$ cat src/design/lsc_pkg.sv
package lsc_pkg;
   localparam int CLK_HZ = 250_000_000;
   // times in milliseconds
   localparam int HOLD_MS = 2000;
   localparam int BLINK_MS = 2000;
   localparam int PULSE_MS = 50;
   localparam int ACK_MS = 200;
   localparam int HOLD_CYC = (CLK_HZ / 1000) * HOLD_MS;
   localparam int BLINK_CYC = (CLK_HZ / 1000) * BLINK_MS;
   localparam int PULSE_CYC = (CLK_HZ / 1000) * PULSE_MS;
   localparam int ACK_CYC = (CLK_HZ / 1000) * ACK_MS;

   // storage figures in bytes
   localparam int MEM_BYTES = 512 * 1024;
   localparam int CFG_BYTES = 10 * 1024;
   localparam int DATA_BYTES = MEM_BYTES - CFG_BYTES;
   localparam int ADDR_W = 20;
   localparam int LOW_PCT = 25;
   localparam logic [ADDR_W-1:0] LOW_FREE = ADDR_W'(DATA_BYTES * LOW_PCT / 100);
   localparam logic [ADDR_W-1:0] DATA_CAP = ADDR_W'(DATA_BYTES);
   localparam int NPAR = 8;
   localparam int BATT_W = 8;
   localparam int NCHEM = 3;

   // apb register byte addresses
   localparam logic [7:0] A_CTRL = 8'h00;
   localparam logic [7:0] A_START = 8'h04;
   localparam logic [7:0] A_WIDTH = 8'h08;
   localparam logic [7:0] A_BATT = 8'h0C;
   localparam logic [7:0] A_STAT = 8'h10;
   localparam logic [7:0] A_USED = 8'h14;
   localparam logic [7:0] A_IRQ = 8'h18;
   localparam logic [7:0] A_MASK = 8'h1C;
   localparam logic [7:0] A_THR0 = 8'h20;
   localparam int THR_N = 3;

   // ctrl fields
   localparam int C_LAUNCH = 0;
   localparam int C_MODE_LO = 1;
   localparam int C_WRAP = 3;
   localparam int C_CHEM_LO = 4;
   localparam int C_STOP = 6;

   // irq bits
   localparam int I_START = 0;
   localparam int I_LOWMEM = 1;
   localparam int I_LOWBAT = 2;
   localparam int I_SFAIL = 3;
   localparam int I_FULL = 4;
   localparam int NIRQ = 5;

   localparam logic [7:0] DEF_THR = 8'h40;

   typedef enum logic [1:0] {
      LSC_MODE_NOW,
      LSC_MODE_BUTTON,
      LSC_MODE_SCHED,
      LSC_MODE_ALIGNED
   } lsc_mode_t;
endpackage

$ cat src/design/lsc_top.sv
// The address map and the APB slave port were decided locally.
`timescale 1ns/1ps
`default_nettype none
module lsc_top
   import lsc_pkg::*;
#(
   parameter int HOLD_N  = lsc_pkg::HOLD_CYC,
   parameter int BLINK_N = lsc_pkg::BLINK_CYC,
   parameter int PULSE_N = lsc_pkg::PULSE_CYC,
   parameter int ACK_N   = lsc_pkg::ACK_CYC
)
(
   input  wire logic        pclk,
   input  wire logic        presetn,
   input  wire logic        psel,
   input  wire logic        penable,
   input  wire logic        pwrite,
   input  wire logic [7:0]  paddr,
   input  wire logic [31:0] pwdata,
   output logic [31:0]      prdata,
   output logic             pready,
   output logic             pslverr,
   input  wire logic        manual_launch_button,
   input  wire logic        start_time_reached,
   input  wire logic        sample_tick,
   input  wire logic        sensor_comm_fail,
   input  wire logic        cell_reversed,
   output logic             led_start_pending,
   output logic             led_sched_pending,
   output logic             led_logging,
   output logic             led_low_memory,
   output logic             led_low_battery,
   output logic             led_sensor_fail,
   output logic             irq
);
   import lsc_pkg::*;

   typedef enum logic [1:0] {LSC_IDLE, LSC_WAIT, LSC_LOG, LSC_DONE} lsc_state_t;

   lsc_state_t              state_reg;
   logic [31:0]             ctrl_reg;
   logic [ADDR_W-1:0]       used_reg;
   logic [1:0]              width_reg [NPAR];
   logic [BATT_W-1:0]       batt_reg;
   logic [BATT_W-1:0]       thr_reg [THR_N];
   logic [NIRQ-1:0]         irq_stat_reg;
   logic [NIRQ-1:0]         irq_mask_reg;
   logic                    sticky_fail_reg;
   logic [31:0]             blink_cnt_reg;
   logic [31:0]             hold_cnt_reg;
   logic [31:0]             ack_cnt_reg;
   logic                    btn_s1_reg;
   logic                    btn_s2_reg;
   logic                    tm_s1_reg;
   logic                    tm_s2_reg;
   logic                    sf_s1_reg;
   logic                    sf_s2_reg;
   logic                    rv_s1_reg;
   logic                    rv_s2_reg;
   logic                    hold_done_reg;

   logic                    wr;
   logic                    rd;
   logic                    launch;
   logic                    stop_req;
   lsc_mode_t               mode;
   logic                    wrap_en;
   logic [1:0]              chem;
   logic                    beat;
   logic                    pulse_on;
   logic                    acking;
   logic [ADDR_W-1:0]       bytes_per_int;
   logic [ADDR_W-1:0]       free_bytes;
   logic                    low_mem;
   logic                    low_bat;
   logic                    logging_active;
   logic                    mem_full;
   logic                    start_evt;
   logic [NIRQ-1:0]         evt;

   assign wr     = psel && penable && pwrite;
   assign rd     = psel && !penable && !pwrite;
   assign launch = wr && paddr == A_CTRL && pwdata[C_LAUNCH];
   assign stop_req = wr && paddr == A_CTRL && pwdata[C_STOP];
   assign mode   = lsc_mode_t'(ctrl_reg[C_MODE_LO +: 2]);
   assign wrap_en = ctrl_reg[C_WRAP];
   assign chem   = ctrl_reg[C_CHEM_LO +: 2];

   // two-flop synchronisers for the pin inputs except sample_tick
   always_ff @(posedge pclk or negedge presetn)
   begin
      if (!presetn)
      begin
         btn_s1_reg <= 1'b0;
         btn_s2_reg <= 1'b0;
         tm_s1_reg  <= 1'b0;
         tm_s2_reg  <= 1'b0;
         sf_s1_reg  <= 1'b0;
         sf_s2_reg  <= 1'b0;
         rv_s1_reg  <= 1'b0;
         rv_s2_reg  <= 1'b0;
      end
      else
      begin
         btn_s1_reg <= manual_launch_button;
         btn_s2_reg <= btn_s1_reg;
         tm_s1_reg  <= start_time_reached;
         tm_s2_reg  <= tm_s1_reg;
         sf_s1_reg  <= sensor_comm_fail;
         sf_s2_reg  <= sf_s1_reg;
         rv_s1_reg  <= cell_reversed;
         rv_s2_reg  <= rv_s1_reg;
      end
   end

   // one shared blink timebase
   always_ff @(posedge pclk or negedge presetn)
   begin
      if (!presetn)
         blink_cnt_reg <= '0;
      else if (blink_cnt_reg >= 32'(BLINK_N - 1))
         blink_cnt_reg <= '0;
      else
         blink_cnt_reg <= blink_cnt_reg + 32'd1;
   end
   assign beat     = blink_cnt_reg == '0;
   assign pulse_on = blink_cnt_reg < 32'(PULSE_N);

   // button must be held without a break
   always_ff @(posedge pclk or negedge presetn)
   begin
      if (!presetn)
      begin
         hold_cnt_reg  <= '0;
         hold_done_reg <= 1'b0;
      end
      else if (!btn_s2_reg || state_reg != LSC_WAIT)
      begin
         hold_cnt_reg  <= '0;
         hold_done_reg <= 1'b0;
      end
      else if (hold_cnt_reg < 32'(HOLD_N - 1))
         hold_cnt_reg <= hold_cnt_reg + 32'd1;
      else
         hold_done_reg <= 1'b1;
   end

   assign start_evt = state_reg == LSC_WAIT &&
                      ((mode == LSC_MODE_BUTTON && hold_done_reg) ||
                       ((mode == LSC_MODE_SCHED || mode == LSC_MODE_ALIGNED) && tm_s2_reg) ||
                       mode == LSC_MODE_NOW);

   // per-interval storage: widths code 0 unused, 1 eight bits, 2 sixteen bits
   always_comb
   begin
      bytes_per_int = '0;
      for (int i = 0; i < NPAR; i++)
         bytes_per_int = bytes_per_int + ADDR_W'(width_reg[i]);
   end
   assign mem_full   = used_reg + bytes_per_int > DATA_CAP;
   assign free_bytes = DATA_CAP - used_reg;
   // wrap never warns
   assign low_mem = !wrap_en && free_bytes < LOW_FREE;
   // an unused chemistry code never reads past the threshold table
   assign low_bat = (chem < 2'(THR_N) && batt_reg < thr_reg[chem]) || rv_s2_reg;

   // launch state machine; low battery has no say here
   always_ff @(posedge pclk or negedge presetn)
   begin
      if (!presetn)
         state_reg <= LSC_IDLE;
      else if (launch)
         state_reg <= LSC_WAIT;
      else if (stop_req)
         state_reg <= LSC_DONE;
      else
      begin
         case (state_reg)
            LSC_WAIT:
               if (start_evt)
                  state_reg <= LSC_LOG;
            LSC_LOG:
               if (sample_tick && !wrap_en && mem_full)
                  state_reg <= LSC_DONE;
            default:
               state_reg <= state_reg;
         endcase
      end
   end

   // sample byte count; wrap restarts at the base
   always_ff @(posedge pclk or negedge presetn)
   begin
      if (!presetn)
         used_reg <= '0;
      else if (launch)
         used_reg <= '0;
      else if (state_reg == LSC_LOG && sample_tick)
      begin
         if (!mem_full)
            used_reg <= used_reg + bytes_per_int;
         else if (wrap_en)
            used_reg <= bytes_per_int;
      end
   end

   // sticky failure, cleared only by relaunch
   always_ff @(posedge pclk or negedge presetn)
   begin
      if (!presetn)
         sticky_fail_reg <= 1'b0;
      else if (sf_s2_reg)
         sticky_fail_reg <= 1'b1;
      else if (launch)
         sticky_fail_reg <= 1'b0;
   end

   // acknowledge flash after an accepted hold
   always_ff @(posedge pclk or negedge presetn)
   begin
      if (!presetn)
         ack_cnt_reg <= '0;
      else if (start_evt && mode == LSC_MODE_BUTTON)
         ack_cnt_reg <= 32'(ACK_N);
      else if (ack_cnt_reg != '0)
         ack_cnt_reg <= ack_cnt_reg - 32'd1;
   end
   assign acking = ack_cnt_reg != '0;
   // a silent module masks the logging indicator
   assign logging_active = state_reg == LSC_LOG && !sf_s2_reg;

   // indicators, all registered
   always_ff @(posedge pclk or negedge presetn)
   begin
      if (!presetn)
      begin
         led_start_pending <= 1'b0;
         led_sched_pending <= 1'b0;
         led_logging       <= 1'b0;
         led_low_memory    <= 1'b0;
         led_low_battery   <= 1'b0;
         led_sensor_fail   <= 1'b0;
      end
      else if (acking)
      begin
         led_start_pending <= 1'b1;
         led_sched_pending <= 1'b1;
         led_logging       <= 1'b1;
         led_low_memory    <= 1'b1;
         led_low_battery   <= 1'b1;
         led_sensor_fail   <= 1'b1;
      end
      else
      begin
         led_start_pending <= pulse_on && state_reg == LSC_WAIT && mode == LSC_MODE_BUTTON;
         led_sched_pending <= pulse_on && state_reg == LSC_WAIT &&
                              (mode == LSC_MODE_SCHED || mode == LSC_MODE_ALIGNED);
         led_logging       <= pulse_on && logging_active;
         led_low_memory    <= pulse_on && low_mem && state_reg != LSC_IDLE;
         led_low_battery   <= pulse_on && low_bat;
         led_sensor_fail   <= pulse_on && (sticky_fail_reg || sf_s2_reg);
      end
   end

   // configuration registers; contents stand for retained launch setup
   always_ff @(posedge pclk or negedge presetn)
   begin
      if (!presetn)
      begin
         ctrl_reg     <= '0;
         batt_reg     <= '1;
         irq_mask_reg <= '0;
         for (int i = 0; i < NPAR; i++)
            width_reg[i] <= 2'b00;
         for (int i = 0; i < THR_N; i++)
            thr_reg[i] <= DEF_THR;
      end
      else if (wr)
      begin
         if (paddr == A_CTRL)
            ctrl_reg <= {26'h0, pwdata[5:1], 1'b0};
         else if (paddr == A_WIDTH)
         begin
            for (int i = 0; i < NPAR; i++)
               width_reg[i] <= (pwdata[2*i +: 2] == 2'b11) ? 2'b10 : pwdata[2*i +: 2];
         end
         else if (paddr == A_BATT)
            batt_reg <= pwdata[BATT_W-1:0];
         else if (paddr == A_MASK)
            irq_mask_reg <= pwdata[NIRQ-1:0];
         else if (paddr >= A_THR0 && paddr < A_THR0 + 8'(4 * THR_N))
            thr_reg[2'((paddr - A_THR0) >> 2)] <= pwdata[BATT_W-1:0];
      end
   end

   // sticky interrupt status: set beats write-one-to-clear
   assign evt = {state_reg == LSC_LOG && sample_tick && mem_full && !wrap_en,
                 sf_s2_reg, low_bat, low_mem, start_evt};
   always_ff @(posedge pclk or negedge presetn)
   begin
      if (!presetn)
         irq_stat_reg <= '0;
      else if (wr && paddr == A_IRQ)
         irq_stat_reg <= (irq_stat_reg & ~pwdata[NIRQ-1:0]) | evt;
      else
         irq_stat_reg <= irq_stat_reg | evt;
   end
   always_ff @(posedge pclk or negedge presetn)
   begin
      if (!presetn)
         irq <= 1'b0;
      else
         irq <= |(irq_stat_reg & irq_mask_reg);
   end

   // apb: read data captured in setup, zero-wait access
   always_ff @(posedge pclk or negedge presetn)
   begin
      if (!presetn)
      begin
         prdata  <= '0;
         pready  <= 1'b0;
         pslverr <= 1'b0;
      end
      else
      begin
         pready  <= psel && !penable;
         pslverr <= 1'b0;
         if (rd)
         begin
            if (paddr == A_CTRL)
               prdata <= ctrl_reg;
            else if (paddr == A_WIDTH)
               prdata <= '0;
            else if (paddr == A_BATT)
               prdata <= 32'(batt_reg);
            else if (paddr == A_STAT)
               prdata <= 32'({sticky_fail_reg, low_bat, low_mem, state_reg});
            else if (paddr == A_USED)
               prdata <= 32'(used_reg);
            else if (paddr == A_IRQ)
               prdata <= 32'(irq_stat_reg);
            else if (paddr == A_MASK)
               prdata <= 32'(irq_mask_reg);
            else if (paddr >= A_THR0 && paddr < A_THR0 + 8'(4 * THR_N))
               prdata <= 32'(thr_reg[2'((paddr - A_THR0) >> 2)]);
            else
               prdata <= '0;
         end
      end
   end

   property p_no_log_before_hold;
      @(posedge pclk) disable iff (!presetn)
      (state_reg == LSC_WAIT && mode == LSC_MODE_BUTTON && !hold_done_reg && !launch && !stop_req)
         |=> state_reg != LSC_LOG;
   endproperty
   a_no_log_before_hold: assert property (p_no_log_before_hold) else $error("logging began early");

   property p_sched_wait;
      @(posedge pclk) disable iff (!presetn)
      (state_reg == LSC_WAIT && mode == LSC_MODE_SCHED && !tm_s2_reg && !launch) |=> state_reg != LSC_LOG;
   endproperty
   a_sched_wait: assert property (p_sched_wait) else $error("scheduled start too soon");

   property p_ack_flash;
      @(posedge pclk) disable iff (!presetn)
      (start_evt && mode == LSC_MODE_BUTTON && !launch) |=> ##1 (led_logging && led_low_battery && led_sensor_fail);
   endproperty
   a_ack_flash: assert property (p_ack_flash) else $error("no acknowledge flash");

   property p_log_pulse;
      @(posedge pclk) disable iff (!presetn)
      (logging_active && !acking && beat) |=> led_logging;
   endproperty
   a_log_pulse: assert property (p_log_pulse) else $error("logging pulse missed");

   property p_wrap_no_lowmem;
      @(posedge pclk) disable iff (!presetn)
      (wrap_en && !acking) |=> !led_low_memory;
   endproperty
   a_wrap_no_lowmem: assert property (p_wrap_no_lowmem) else $error("low memory with wrap");

   property p_lowbat_no_stop;
      @(posedge pclk) disable iff (!presetn)
      (state_reg == LSC_LOG && !mem_full && !launch && !stop_req) |=> state_reg == LSC_LOG;
   endproperty
   a_lowbat_no_stop: assert property (p_lowbat_no_stop) else $error("recording stopped");

   property p_sticky;
      @(posedge pclk) disable iff (!presetn)
      (sticky_fail_reg && !launch) |=> sticky_fail_reg;
   endproperty
   a_sticky: assert property (p_sticky) else $error("failure flag lost");

   property p_silent_only;
      @(posedge pclk) disable iff (!presetn)
      (sf_s2_reg && !acking) |=> !led_logging;
   endproperty
   a_silent_only: assert property (p_silent_only) else $error("logging lit during failure");

   property p_lowmem;
      @(posedge pclk) disable iff (!presetn)
      (low_mem && pulse_on && state_reg == LSC_LOG && !acking) |=> led_low_memory;
   endproperty
   a_lowmem: assert property (p_lowmem) else $error("low memory not shown");

   c_button_start: cover property (@(posedge pclk) state_reg == LSC_WAIT ##1 state_reg == LSC_LOG);
   c_full_stop: cover property (@(posedge pclk) state_reg == LSC_LOG ##1 state_reg == LSC_DONE);
   c_recovered: cover property (@(posedge pclk) led_sensor_fail && led_logging && !acking);
endmodule
`default_nettype wire

$ cat config.mk
export PLATFORM = sky130hd
export DESIGN_NAME = lsc_top
export DESIGN_NICKNAME = d
export VERILOG_FILES = /design/src/design/lsc_pkg.sv /design/src/design/lsc_top.sv
export SDC_FILE = /design/constraint.sdc
export NUM_CORES = 1
export LEC_CHECK = 0
export BUFFER_PORTS_ARGS = -buffer_cell sky130_fd_sc_hd__buf_2
export CELL_PAD_IN_SITES_DETAIL_PLACEMENT = 0
export CELL_PAD_IN_SITES_GLOBAL_PLACEMENT = 1
export CORE_MARGIN = 1.5
export CORE_UTILIZATION = 53
export CTS_BUF_LIST = sky130_fd_sc_hd__clkbuf_8
export CTS_CLUSTER_DIAMETER = 30
export DETAILED_ROUTE_END_ITERATION = 7
export HOLD_SLACK_MARGIN = 0.06
export PLACE_DENSITY = 0.87
export SKIP_LAST_GASP = 1
export SLEW_MARGIN = 10
export SYNTH_ARGS = -nofsm -noshare
export SYNTH_HDL_FRONTEND = slang
export SYNTH_SLANG_ARGS = --single-unit
$ cat constraint.sdc
create_clock -name pclk -period 17.4 [get_ports pclk]
set_clock_uncertainty 0.2 [all_clocks]
set_input_delay 1.74 -clock pclk [delete_from_list [all_inputs] [get_ports pclk]]
set_output_delay 1.74 -clock pclk [all_outputs]
set_load 0.01 [all_outputs]
==> results.md <==
- CP delay by family, top: adder cells
- Psw: 344.6 uW
- Drt drc: 0
- Internal power of the cells: 1110 uW
- Synth warn: 0
- CTS Hold Bufs: 0
- Min cycle time layout: 6.832 ns
- Initial DRC count: 511
- Post-cts sizing count: 0
- Largest stage delay, worst path: 0.74 ns
- Routed WL per cell: 16.32 um
- Clock Power Share: 0.574
- Mapped Avg Cell Area: 9.627 um2
- Ys async rst share: 1.000
- Critical-path top delay cell: o2111ai_1
- Cell Count Post-Placement: 1504
- Slew of the pin with the lowest slew margin: 1.022 ns
- Unique cell type count in the Yosys netlist: 79
- Starting Density: 0.5454
- IO Port Bufs: 61
- Setup TNS: 0 ns
- Overall routing resource usage: 0.2433
- Final WL: 26210 um
- Clock transition at path regs: 0.06 ns
- Leakage: 0.006338 uW
- EDFF count, synth: 0
- Final setup fails: 0
- Area grow syn2layout: 16.67%
- Routed Antenna Nets: 0
- Worst vdd ir: 87.72 uV
- Die Ht: 151.0 um
- CP endpoint kind: flop
- Ys flop type: dfrtp_1
- Net Sw Frac: 0.2369
- Clk root buf: clkbuf_8
- Final Hold Viols: 0
- Vias in the first global route: 8868
- Initial antenna violation count: 0
- Most frequent CP cell: fa_1
- Share of layout cells above drive strength 1: 0.1871
- Sequential share of power: 0.366
- NumNets Final: 1370
- R2R Setup Slk: 10.57 ns
- Crit Path Max Fanout: 15
- Die area: 22800 um2
- H-tree levels: 2
- Num CTS Buffers: 54
- Sequential area share after synthesis: 0.4732
- Crit path cell chain: inv_1, fa_1, inv_1, fa_1, fa_1, inv_1, fa_1, inv_1, ha_1, fa_1, xor2_1, ha_1, nand3_1, o2111ai_1, nand3_1, xor2_1, a211oi_2, nand2_2, o21ai_2, nor2_1, a221o_1
- Multi-input logic area: 5714 um2
- Clock sink count: 219
- Combinational share of power: 0.059
- Row count: 53
- Post-synthesis cell count: 1206
- Pre-antenna DRT Iters: 6
- Skew-Pair Late Insertion Delay: 0.58 ns
- Core box area: 21290 um2
- Routability cong.: 0.8561
- Setup crit start kind: flop
- Crit path DAT: 7.10 ns
- Buffer and inverter count on the worst path: 4
- # diodes: 0
- RSZ-0062 raised after global routing: no
- Hold WC Path Type: reg2reg
- Cell Area, Synth: 11610 um2
- Setup bufs post-CTS: 0
- Non-Filler Instances: 1606
- Max Freq: 0.1464 GHz
- Grt ovf: 0
- DR vias/cell: 5.578
- Seq. cell area: 5494 um2
- MaxCap Viol Count: 0
- DIE WIDTH: 151.0 um
- Slew HR: 0.3150
- TritonCTS clock tree: yes
- Final Max Tran Viols: 0
- Pwr dens: 107.4 nW/um2
- I/O Pins: 91
- Setup CP Type: reg2reg
- Via count: 8958
- Fillcell total: 1776
- Seq cells post-synth: 219
- HPWL after DPL: 17800 um
- Largest net degree at the start of global routing: 78
- WP data required: 17.67 ns
- CTS max path bufs: 3
- Global-route wire length before repair: 44060 um
- Final Cycle Share: 0.3927
- Outcome: finished clean
cells in the final DEF (no fill, tap or decap), types with 7 or more instances in the layout:
cell        count
nor2_1        150
mux2i_1        20
nor3_1         38
nand4_1        13
nand2b_1       15
clkinvlp_4      9
nand2_1       158
clkbuf_8       59
a21o_1         10
dfrtp_1       208
nor4_1         17
o21ai_0        41
and3_1         16
o31ai_1         7
dfstp_2        11
ha_1           23
buf_2          60
inv_1          44
bufinv_16      16
nand3_1        61
fa_1           12
or3_1          12
conb_1         16
a21oi_1        37
xnor2_1        49
buf_4           7
o211ai_1        8
mux2_2         44
xor2_1         32
nor2b_1         8
kinds of logic (layout without fill, tap and decap cells):
family / after synthesis / in the layout / synth area share
buffers and inverters: 100 / 210 / 0.03944
XOR/XNOR: 81 / 81 / 0.06111
AO/OA/AOI/OAI: 170 / 170 / 0.09980
flip-flops: 219 / 219 / 0.4732
AND/OR/NAND/NOR: 536 / 536 / 0.2207
multiplexers: 64 / 64 / 0.05992
adder cells (fa/ha/maj): 35 / 35 / 0.04548
other: 1 / 16 / 0.0003230
routing by layer:
| layer | global-route usage | share of wire | vias up |
|---|---|---|---|
| met5 | 0 | 0 | - |
| met4 | 0.08592 | 0.024 | 0 |
| met3 | 0.04518 | 0.046 | 57 |
| met2 | 0.3959 | 0.48 | 202 |
| met1 | 0.3262 | 0.45 | 4345 |
| li1 | - | - | 4354 |
power groups by stage:
stage | clock, uW | combinational [uW] | sequential [uW]
floorplan | 0 | 55.9 | 537
global placement | 0 | 84.2 | 541
detailed placement | 0 | 86.1 | 541
CTS | 850 | 86.9 | 532
global route | 877 | 97.3 | 533
finish | 835 | 86.3 | 533
worst paths after layout:
path | start | endpoint | depth (start not counted)
max reg2reg | width_reg[7] | used_reg[16] | 21
min in group asynchronous | presetn | prdata[8] | 1
max in group asynchronous | presetn | hold_cnt_reg[3] | 3
max | width_reg[7] | used_reg[16] | 21
min reg2reg | rv_s1_reg | rv_s2_reg | 0
min | rv_s1_reg | rv_s2_reg | 0
final cells by class:
cell class / count / share of cell area
clock buffers: 59 / 0.05995
multi-input cells: 902 / 0.4219
repair buffers: 68 / 0.02716
well taps: 275 / 0.02540
inverters: 40 / 0.01108
clock inverters: 43 / 0.04896
flip-flops and latches: 219 / 0.4056
Yosys cell counts (all sizes together), types with 10 or more instances:
cell type	n	share of area
dfrtp	208	0.45
nand2	161	0.053
nor2	152	0.050
nand3	62	0.027
xnor2	49	0.037
mux2	44	0.043
o21ai	44	0.020
nor3	41	0.019
inv	40	0.013
a21oi	37	0.016
xor2	32	0.024
buf	31	0.017
clkbuf	29	0.0095
ha	23	0.025
mux2i	20	0.017
nor4	20	0.014
and3	16	0.0086
nand2b	15	0.0081
nand4	13	0.0070
fa	12	0.021
or3	12	0.0065
dfstp	11	0.025
a21o	10	0.0065
per-stage QoR:
stage          power (uW)  cell area, um2  worst slack [ns]  hold slack [ns]  utilization
3_3_place_gp        624.8           12070             10.60           0.1320       0.5670
5_1_grt              1508           13550             10.12           0.1651       0.6363
4_1_cts              1469           13550             10.52           0.1529       0.6363
6_report             1454           13550             10.57           0.1513       0.6363
2_1_floorplan       593.1           11670             11.57           0.1312            -
3_5_place_dp        627.0           12070             10.56           0.1396       0.5670
No activity file was read; power rests on OpenSTA's default activity.
